===== src/core/fps_pkg.sv =====
// constants for the page program and erase flash controller
`default_nettype none
package fps_pkg;
  // software register byte offsets
  localparam logic [7:0] REG_CMD = 8'h00;
  localparam logic [7:0] REG_ADDR = 8'h04;
  localparam logic [7:0] REG_DATA = 8'h08;
  localparam logic [7:0] REG_STATUS = 8'h0C;
  localparam logic [7:0] REG_RDATA = 8'h10;
  // operation codes written to REG_CMD
  localparam int OP_W = 3;
  localparam logic [2:0] OP_READ = 3'h0;
  localparam logic [2:0] OP_RD_ARRAY = 3'h1;
  localparam logic [2:0] OP_RD_STATUS = 3'h2;
  localparam logic [2:0] OP_CLR_STATUS = 3'h3;
  localparam logic [2:0] OP_PROGRAM = 3'h4;
  localparam logic [2:0] OP_ERASE = 3'h5;
  // REG_STATUS field positions
  localparam int ST_BUSY = 0;
  localparam int ST_REFUSED = 1;
  localparam int ST_LOADED = 2;
  localparam int ST_FLASH_LSB = 8;
  // flash status byte bits
  localparam int FS_READY = 7;
  localparam int FS_ERASE_FAIL = 5;
  localparam int FS_PROG_FAIL = 4;
  localparam logic [7:0] FS_RESET = 8'h80;
  // flash bus geometry
  localparam int ADDR_W = 20;
  localparam int DQ_W = 16;
  localparam int WIDX_W = 6;
  localparam int PAGE_WORDS = 64;
  // command cycle addresses and data
  localparam logic [14:0] UNLOCK_A1 = 15'h5555;
  localparam logic [14:0] UNLOCK_A2 = 15'h2AAA;
  localparam logic [7:0] UNLOCK_D1 = 8'hAA;
  localparam logic [7:0] UNLOCK_D2 = 8'h55;
  localparam logic [7:0] CMD_RD_ARRAY = 8'hF0;
  localparam logic [7:0] CMD_RD_STATUS = 8'h70;
  localparam logic [7:0] CMD_CLR_STATUS = 8'h50;
  localparam logic [7:0] CMD_PROGRAM = 8'hA0;
  localparam logic [7:0] CMD_ERASE_SETUP = 8'h80;
  localparam logic [7:0] CMD_ERASE_CHIP = 8'h10;
  // timing, clock 40 MHz
  localparam int T_CLK_NS = 25;
  localparam int T_WP_NS = 60;
  localparam int T_WPH_NS = 50;
  localparam int T_ACC_NS = 120;
  localparam int T_VPS_NS = 2000;
  localparam int T_VPH_NS = 2000;
  localparam int T_LOAD_END_NS = 100000;
  localparam int CNT_W = 12;
  localparam logic [CNT_W-1:0] CY_WP = CNT_W'((T_WP_NS + T_CLK_NS - 1)
    / T_CLK_NS);
  localparam logic [CNT_W-1:0] CY_WPH = CNT_W'((T_WPH_NS + T_CLK_NS - 1)
    / T_CLK_NS);
  localparam logic [CNT_W-1:0] CY_ACC = CNT_W'((T_ACC_NS + T_CLK_NS - 1)
    / T_CLK_NS + 1);
  localparam logic [CNT_W-1:0] CY_VPS = CNT_W'((T_VPS_NS + T_CLK_NS - 1)
    / T_CLK_NS);
  localparam logic [CNT_W-1:0] CY_VPH = CNT_W'((T_VPH_NS + T_CLK_NS - 1)
    / T_CLK_NS);
  // one cycle beyond the device's load window so programming has begun
  localparam logic [CNT_W-1:0] CY_LOAD_END = CNT_W'((T_LOAD_END_NS
    + T_CLK_NS - 1) / T_CLK_NS + 1);
endpackage
`default_nettype wire


===== src/core/fps_host.sv =====
// host controller driving a parallel flash through program/erase commands
//
// What this block does
// - program begins with two unlock writes then the program code
// - each word load follows the previous within 100 us
// - upper address bits pick the page, held at every word-load select fall
// - chip erase uses six writes: unlock, setup, unlock, erase code
// - status frozen at select or gate fall; toggle for every poll
// - with a fail flag set, program and erase are refused
// - write needs select low, gate high and the high program level
// - unlock addresses 5555 and 2AAA on the low fifteen bits
`default_nettype none
module fps_host (
  // clock, reset, enable
  input wire logic hclk,
  input wire logic hresetn,
  input wire logic clk_en,
  // ahb-lite slave
  input wire logic hsel,
  input wire logic [31:0] haddr,
  input wire logic [1:0] htrans,
  input wire logic hwrite,
  input wire logic [2:0] hsize,
  input wire logic [31:0] hwdata,
  input wire logic hready,
  output logic hreadyout,
  output logic hresp,
  output logic [31:0] hrdata,
  // flash pins
  output logic [fps_pkg::ADDR_W-1:0] flash_addr,
  output logic [fps_pkg::DQ_W-1:0] flash_dq_o,
  output logic flash_dq_oe,
  input wire logic [fps_pkg::DQ_W-1:0] flash_dq_i,
  output logic flash_ce_n,
  output logic flash_oe_n,
  output logic flash_word_mode,
  output logic flash_program_high_level
);
  import fps_pkg::*;

  typedef enum logic [3:0] {
    S_IDLE, S_VPP, S_WSET, S_WLOW, S_WHIGH, S_SCAN, S_VPPDN, S_LOADEND,
    S_RLOW, S_RHIGH
  } fps_state_t;

  // bus phase state
  logic wr_pend, next_wr_pend, rd_pend, next_rd_pend;
  logic [7:0] ph_addr, next_ph_addr;
  logic next_hreadyout;
  logic [31:0] next_hrdata;

  // sequencer state
  fps_state_t state, next_state;
  logic [OP_W-1:0] op, next_op;
  logic [2:0] step, next_step;
  logic [WIDX_W-1:0] widx, next_widx;
  logic [CNT_W-1:0] cnt, next_cnt;
  logic [ADDR_W-1:0] addr, next_addr;
  logic [7:0] fstat, next_fstat;
  logic [DQ_W-1:0] rdata, next_rdata;
  logic [PAGE_WORDS-1:0] mask, next_mask;
  logic refused, next_refused;
  logic [ADDR_W-1:0] next_flash_addr;
  logic [DQ_W-1:0] next_flash_dq_o;
  logic next_flash_dq_oe, next_flash_ce_n, next_flash_oe_n, next_vpp;

  // page buffer
  logic [DQ_W-1:0] page_buf [PAGE_WORDS];
  logic buf_we;

  logic busy, bus_wr, is_status_op;
  logic [7:0] cyc_data;
  logic [14:0] cyc_addr;

  assign busy = (state != S_IDLE);
  assign bus_wr = wr_pend & hready;
  assign is_status_op = (op != OP_READ) && (op != OP_RD_ARRAY);

  // unlock and command cycles by step
  always_comb begin
    cyc_addr = UNLOCK_A1;
    cyc_data = UNLOCK_D1;
    unique case (step)
      3'd1, 3'd4: begin
        cyc_addr = UNLOCK_A2;
        cyc_data = UNLOCK_D2;
      end
      3'd2: begin
        unique case (op)
          OP_RD_STATUS: cyc_data = CMD_RD_STATUS;
          OP_CLR_STATUS: cyc_data = CMD_CLR_STATUS;
          OP_PROGRAM: cyc_data = CMD_PROGRAM;
          OP_ERASE: cyc_data = CMD_ERASE_SETUP;
          default: cyc_data = CMD_RD_ARRAY;
        endcase
      end
      3'd5: cyc_data = CMD_ERASE_CHIP;
      default: cyc_data = UNLOCK_D1;
    endcase
  end

  // ahb-lite slave phases; reads take one wait state
  always_comb begin
    next_wr_pend = wr_pend;
    next_rd_pend = 1'b0;
    next_ph_addr = ph_addr;
    next_hreadyout = 1'b1;
    next_hrdata = hrdata;
    if (hready) begin
      next_wr_pend = 1'b0;
      if (hsel && htrans[1]) begin
        next_ph_addr = haddr[7:0];
        next_wr_pend = hwrite;
        next_rd_pend = !hwrite;
        next_hreadyout = hwrite;
      end
    end
    if (rd_pend) begin
      unique case (ph_addr)
        REG_CMD: next_hrdata = {29'h0, op};
        REG_ADDR: next_hrdata = {12'h0, addr};
        REG_DATA: next_hrdata = {16'h0, page_buf[addr[WIDX_W-1:0]]};
        REG_STATUS: next_hrdata = {16'h0, fstat, 5'h0, |mask, refused,
          busy};
        REG_RDATA: next_hrdata = {16'h0, rdata};
        default: next_hrdata = 32'h0;
      endcase
    end
  end

  always_ff @(posedge hclk or negedge hresetn) begin
    if (!hresetn) begin
      wr_pend <= 1'b0;
      rd_pend <= 1'b0;
      ph_addr <= 8'h0;
      hreadyout <= 1'b1;
      hrdata <= 32'h0;
      hresp <= 1'b0;
    end else if (clk_en) begin
      wr_pend <= next_wr_pend;
      rd_pend <= next_rd_pend;
      ph_addr <= next_ph_addr;
      hreadyout <= next_hreadyout;
      hrdata <= next_hrdata;
      hresp <= 1'b0;
    end
  end

  // page buffer writes from software, ignored while busy
  assign buf_we = bus_wr && (ph_addr == REG_DATA) && !busy;

  always_ff @(posedge hclk) begin
    if (clk_en && buf_we) begin
      page_buf[addr[WIDX_W-1:0]] <= hwdata[DQ_W-1:0];
    end
  end

  // sequencer
  always_comb begin
    next_state = state;
    next_op = op;
    next_step = step;
    next_widx = widx;
    next_cnt = (cnt != '0) ? cnt - CNT_W'(1) : cnt;
    next_addr = addr;
    next_fstat = fstat;
    next_rdata = rdata;
    next_mask = mask;
    next_refused = refused;
    next_flash_addr = flash_addr;
    next_flash_dq_o = flash_dq_o;
    if (!busy && bus_wr && (ph_addr == REG_ADDR)) begin
      next_addr = hwdata[ADDR_W-1:0];
    end
    if (buf_we) begin
      next_mask[addr[WIDX_W-1:0]] = 1'b1;
    end
    unique case (state)
      S_IDLE: begin
        if (bus_wr && (ph_addr == REG_CMD)) begin
          next_op = hwdata[OP_W-1:0];
          next_step = 3'd0;
          next_widx = '0;
          next_refused = 1'b0;
          if ((hwdata[OP_W-1:0] == OP_PROGRAM
               || hwdata[OP_W-1:0] == OP_ERASE)
              && (fstat[FS_ERASE_FAIL] || fstat[FS_PROG_FAIL])) begin
            next_refused = 1'b1;
          end else if (hwdata[OP_W-1:0] == OP_READ) begin
            next_flash_addr = addr;
            next_cnt = CY_ACC;
            next_state = S_RLOW;
          end else if (hwdata[OP_W-1:0] <= OP_ERASE) begin
            next_cnt = CY_VPS;
            next_state = S_VPP;
          end
        end
      end
      S_VPP: begin
        if (cnt == '0) begin
          next_flash_addr = {5'h0, cyc_addr};
          next_flash_dq_o = {8'h0, cyc_data};
          next_state = S_WSET;
        end
      end
      S_WSET: begin
        next_cnt = CY_WP;
        next_state = S_WLOW;
      end
      S_WLOW: begin
        if (cnt == '0) begin
          next_cnt = CY_WPH;
          next_state = S_WHIGH;
        end
      end
      S_WHIGH: begin
        if (cnt == '0) begin
          if (op == OP_PROGRAM && step >= 3'd2) begin
            if (step == 3'd3 && widx == WIDX_W'(PAGE_WORDS - 1)) begin
              next_cnt = CY_LOAD_END;
              next_state = S_LOADEND;
            end else begin
              if (step == 3'd3) begin
                next_widx = widx + WIDX_W'(1);
              end
              next_step = 3'd3;
              next_state = S_SCAN;
            end
          end else if (step < 3'd2 || (op == OP_ERASE && step < 3'd5))
          begin
            next_step = step + 3'd1;
            next_cnt = '0;
            next_state = S_VPP;
          end else begin
            next_cnt = CY_VPH;
            next_state = S_VPPDN;
          end
        end
      end
      S_SCAN: begin
        if (mask[widx]) begin
          next_flash_addr = {addr[ADDR_W-1:WIDX_W], widx};
          next_flash_dq_o = page_buf[widx];
          next_state = S_WSET;
        end else if (widx == WIDX_W'(PAGE_WORDS - 1)) begin
          next_cnt = CY_LOAD_END;
          next_state = S_LOADEND;
        end else begin
          next_widx = widx + WIDX_W'(1);
        end
      end
      S_VPPDN: begin
        if (cnt == '0) begin
          if (op == OP_CLR_STATUS) begin
            next_fstat = FS_RESET;
            next_state = S_IDLE;
          end else begin
            next_flash_addr = addr;
            next_cnt = CY_ACC;
            next_state = S_RLOW;
          end
        end
      end
      S_LOADEND: begin
        if (cnt == '0) begin
          next_mask = '0;
          next_cnt = CY_ACC;
          next_state = S_RLOW;
        end
      end
      S_RLOW: begin
        if (cnt == '0) begin
          if (is_status_op) begin
            next_fstat = {flash_dq_i[7:2], 2'b00};
          end else begin
            next_rdata = flash_dq_i;
          end
          next_cnt = CY_WPH;
          next_state = S_RHIGH;
        end
      end
      S_RHIGH: begin
        if (cnt == '0) begin
          if ((op == OP_PROGRAM || op == OP_ERASE)
              && !fstat[FS_READY]) begin
            next_cnt = CY_ACC;
            next_state = S_RLOW;
          end else begin
            next_state = S_IDLE;
          end
        end
      end
      default: next_state = S_IDLE;
    endcase
    next_flash_ce_n = !(next_state == S_WLOW || next_state == S_RLOW);
    next_flash_oe_n = (next_state != S_RLOW);
    next_flash_dq_oe = (next_state == S_WSET || next_state == S_WLOW
      || next_state == S_WHIGH);
    next_vpp = (next_state == S_VPP || next_state == S_SCAN
      || next_state == S_VPPDN || next_flash_dq_oe);
  end

  always_ff @(posedge hclk or negedge hresetn) begin
    if (!hresetn) begin
      state <= S_IDLE;
      op <= OP_READ;
      step <= 3'd0;
      widx <= '0;
      cnt <= '0;
      addr <= '0;
      fstat <= FS_RESET;
      rdata <= '0;
      mask <= '0;
      refused <= 1'b0;
      flash_addr <= '0;
      flash_dq_o <= '0;
      flash_dq_oe <= 1'b0;
      flash_ce_n <= 1'b1;
      flash_oe_n <= 1'b1;
      flash_word_mode <= 1'b1;
      flash_program_high_level <= 1'b0;
    end else if (clk_en) begin
      state <= next_state;
      op <= next_op;
      step <= next_step;
      widx <= next_widx;
      cnt <= next_cnt;
      addr <= next_addr;
      fstat <= next_fstat;
      rdata <= next_rdata;
      mask <= next_mask;
      refused <= next_refused;
      flash_addr <= next_flash_addr;
      flash_dq_o <= next_flash_dq_o;
      flash_dq_oe <= next_flash_dq_oe;
      flash_ce_n <= next_flash_ce_n;
      flash_oe_n <= next_flash_oe_n;
      flash_word_mode <= 1'b1;
      flash_program_high_level <= next_vpp;
    end
  end
endmodule
`default_nettype wire


===== config.mk =====
export PLATFORM = sky130hd
export DESIGN_NAME = fps_host
export DESIGN_NICKNAME = d
export VERILOG_FILES = /design/src/core/fps_pkg.sv /design/src/core/fps_host.sv
export SDC_FILE = /design/constraint.sdc
export NUM_CORES = 2
export LEC_CHECK = 0
export BUFFER_PORTS_ARGS = -buffer_cell sky130_fd_sc_hd__buf_2
export CELL_PAD_IN_SITES_DETAIL_PLACEMENT = 0
export CELL_PAD_IN_SITES_GLOBAL_PLACEMENT = 2
export CORE_ASPECT_RATIO = 0.5
export CORE_MARGIN = 4
export CORE_UTILIZATION = 47
export CTS_CLUSTER_SIZE = 30
export DETAILED_ROUTE_END_ITERATION = 8
export GPL_TIMING_DRIVEN = 1
export PLACE_DENSITY = 0.89
export SYNTH_ARGS = -nofsm -noshare
export SYNTH_HDL_FRONTEND = slang
export SYNTH_SLANG_ARGS = --single-unit

===== constraint.sdc =====
create_clock -name hclk -period 4.4 [get_ports hclk]
set_input_delay 0.88 -clock hclk [delete_from_list [all_inputs] [get_ports hclk]]
set_output_delay 0.88 -clock hclk [all_outputs]
set_load 0.01 [all_outputs]

==> metrics.cfg <==
[timing]
period_needed_ns = 3.92
setup_viol = 0
period_share_pct = 89.0
hold_viol = 0
fin_skew_ns = 0.0266
fin_ws_ns = 0.485
tightest_slew_ns = 1.46
grt_setup_unrepaired = no
final.setup.tns_ns = 0
slew_headroom_pct = 2.50
slew_viol_final = 0
timing.fmax_mhz = 255

[clock_tree]
cts_made_buffers = 113
clock_latency_ns = 0.75
cts-resized-gates = 0
cts_hold_buf = 0
cts_num_sinks = 1230
h-tree-depth = 3
clockBufferDepth = 3
clk_pin_slew_worst_paths_ns = 0.07
clockRootBuffer = clkbuf_16
cts_tree = done
post_cts_buffers = 0

[place]
pre_cts_ws_ns = 0.723
io_buffers = 111
dp_cells = 5250
hpwl_mm = 126
dpl_cell_area_um2 = 60100
gp_congestion = 0.945

[power_and_ir_drop]
peakVddDrop_mv = 0.353
p_leak_nw = 20.9
power.density_nw_per_um2 = 436

[floorplanning]
die_h_um = 253
core_um2 = 118000
start_util_pct = 47.6
rows = 89
pin_count = 166
die_w_um = 498
die_area_um2 = 126000

[detailed_routing]
drc_errors = 0
wire_per_inst_um = 36.4
first_iter_violations = 6743
vias = 39700
wl_mm = 200
dr.pass1.iters = 9
ant_nets = 0
vias_per_cell = 7.25

[logic_synthesis]
syn-cell-area_um2 = 56400
synth-main-ff-cell = edfxtp_1
ys_top_cells_by_area = edfxtp_1, mux4_2, dfrtp_1, a22oi_1, nor2_1
synth_edf_count = 1024
yosysTopAreaCellShare_pct = 54.5
avgSynthCellArea_um2 = 15.6
netlist-cell-type-count = 87
ys_seq_area_share_pct = 63.7
ys_seq_elements = 1230
postSynthCellCount = 3613
yosys_warnings = 0
synth.largest_area_cell = edfxtp_1
synth-async-reset-ratio_pct = 16.7
synthTopCellsByCount = edfxtp_1, a22oi_1, mux4_2
yosysMostFrequentCell = edfxtp_1

[final_layout]
drive_gt1_share_pct = 26.1
fillers = 9251
final_cells = 5475
finalInstanceArea_um2 = 63900
syn2layout_area_growth_pct = 13.4
fin_nets = 3873

[grt]
grt_pass1_wl_mm = 280
grt_max_degree = 114
antenna_found_initial = 19
grt_usage_pct = 30.9
grt_pass1_vias = 38300
overflow = 0

[run_status]
status = finished, final reports clean

[hold_path]
min_path_type = in -> async

[critical_path]
cp-end-kind = register
critPathLaunchType = register
cp_max_fo = 44
crit_type = reg -> reg
required_ns = 5.00
worstPathArrival_ns = 4.52

[job]
cap_violations = 0

cells in the final DEF, fill, tap and decap left out, types with 39 or more instances in the layout:
master,instances
edfxtp_1,1024
a22oi_1,471
mux4_2,332
buf_4,200
dfrtp_1,194
nor2_1,160
nand2_1,158
a21oi_1,117
clkbuf_16,116
buf_2,110
nand4_1,99
o21ai_0,61
mux2_2,54
nor2_2,44
a31oi_1,39
final cells by class:
class / instances / area, um2 / area share (%)
inverters: 28 / 105 / 0.164
clock inverters: 79 / 870 / 1.36
well taps: 1592 / 1990 / 3.12
flip-flops and latches: 1230 / 35900 / 56.2
clock buffers: 135 / 2980 / 4.67
repair buffers: 348 / 2810 / 4.39
multi-input cells: 2052 / 19200 / 30.1
diodes: 11 / 27.5 / 0.0431
logic make-up (layout without fill, tap and decap cells):
group / count (synthesis) / count (layout) / synth area share [%]
buffers and inverters: 343 / 590 / 2.68
adders and majority gates: 9 / 9 / 0.200
and+or+nand+nor: 729 / 729 / 7.11
AOI/OAI and AO/OA: 861 / 861 / 10.9
other: 2 / 25 / 0.0133
muxes: 434 / 434 / 15.3
DFF: 1230 / 1230 / 63.7
xor gates and xnor gates: 5 / 5 / 0.0776
metrics by stage:
step	hold slack, ns	utilization [%]	total power [mW]
2_1_floorplan	0.438	-	16.2
3_3_place_gp	0.463	50.7	17.6
3_5_place_dp	0.465	50.7	17.7
4_1_cts	0.249	53.9	27.8
5_1_grt	0.261	53.9	28.7
6_report	0.201	54.0	27.8
final timing paths:
kind,from,to,slack (ns),cells after the start
max in group asynchronous,hresetn,hreadyout,3.27,2
max reg2reg,addr[0],hrdata[0],0.48,10
min reg2reg,hrdata[6],hrdata[6],0.48,2
min in group hclk,hwrite,rd_pend,0.37,2
min,hresetn,mask[15],0.20,1
max,addr[0],hrdata[0],0.48,10
flip-flops by register name, summed over array words and instances, names as in the netlist, 3 cells and up:
register / count
addr: 20
cnt: 12
flash_addr: 20
flash_dq_o: 16
fstat: 6
hrdata: 20
mask: 64
op: 3
page_buf: 1024
ph_addr: 8
rdata: 16
state: 4
step: 3
widx: 6
power breakdown:
group	total, mW	internal [mW]	switching, mW
Clock	10.3	5.85	4.50
Combinational	4.39	2.00	2.38
Sequential	13.1	12.8	0.270
critical path: stages, from the launching register on:
cell,delay (ns)
dfrtp_4,0.78
and3b_4,0.45
buf_12,0.27
buf_12,0.21
a22oi_1,0.21
nand4_1,0.20
a2111o_1,0.46
nor4_1,0.64
buf_4,0.27
o21a_1,0.11
o21ai_0,0.06
layer usage:
layer / vias to the layer above / part of all wire, % / GRT usage (%)
met1: 20100 / 35 / 40.4
met5: - / 0.078 / 0
met4: 16 / 5.6 / 14.4
met2: 3543 / 43 / 45.0
met3: 664 / 17 / 13.2
li1: 15400 / - / -
No activity file was read; power rests on OpenSTA's default activity.
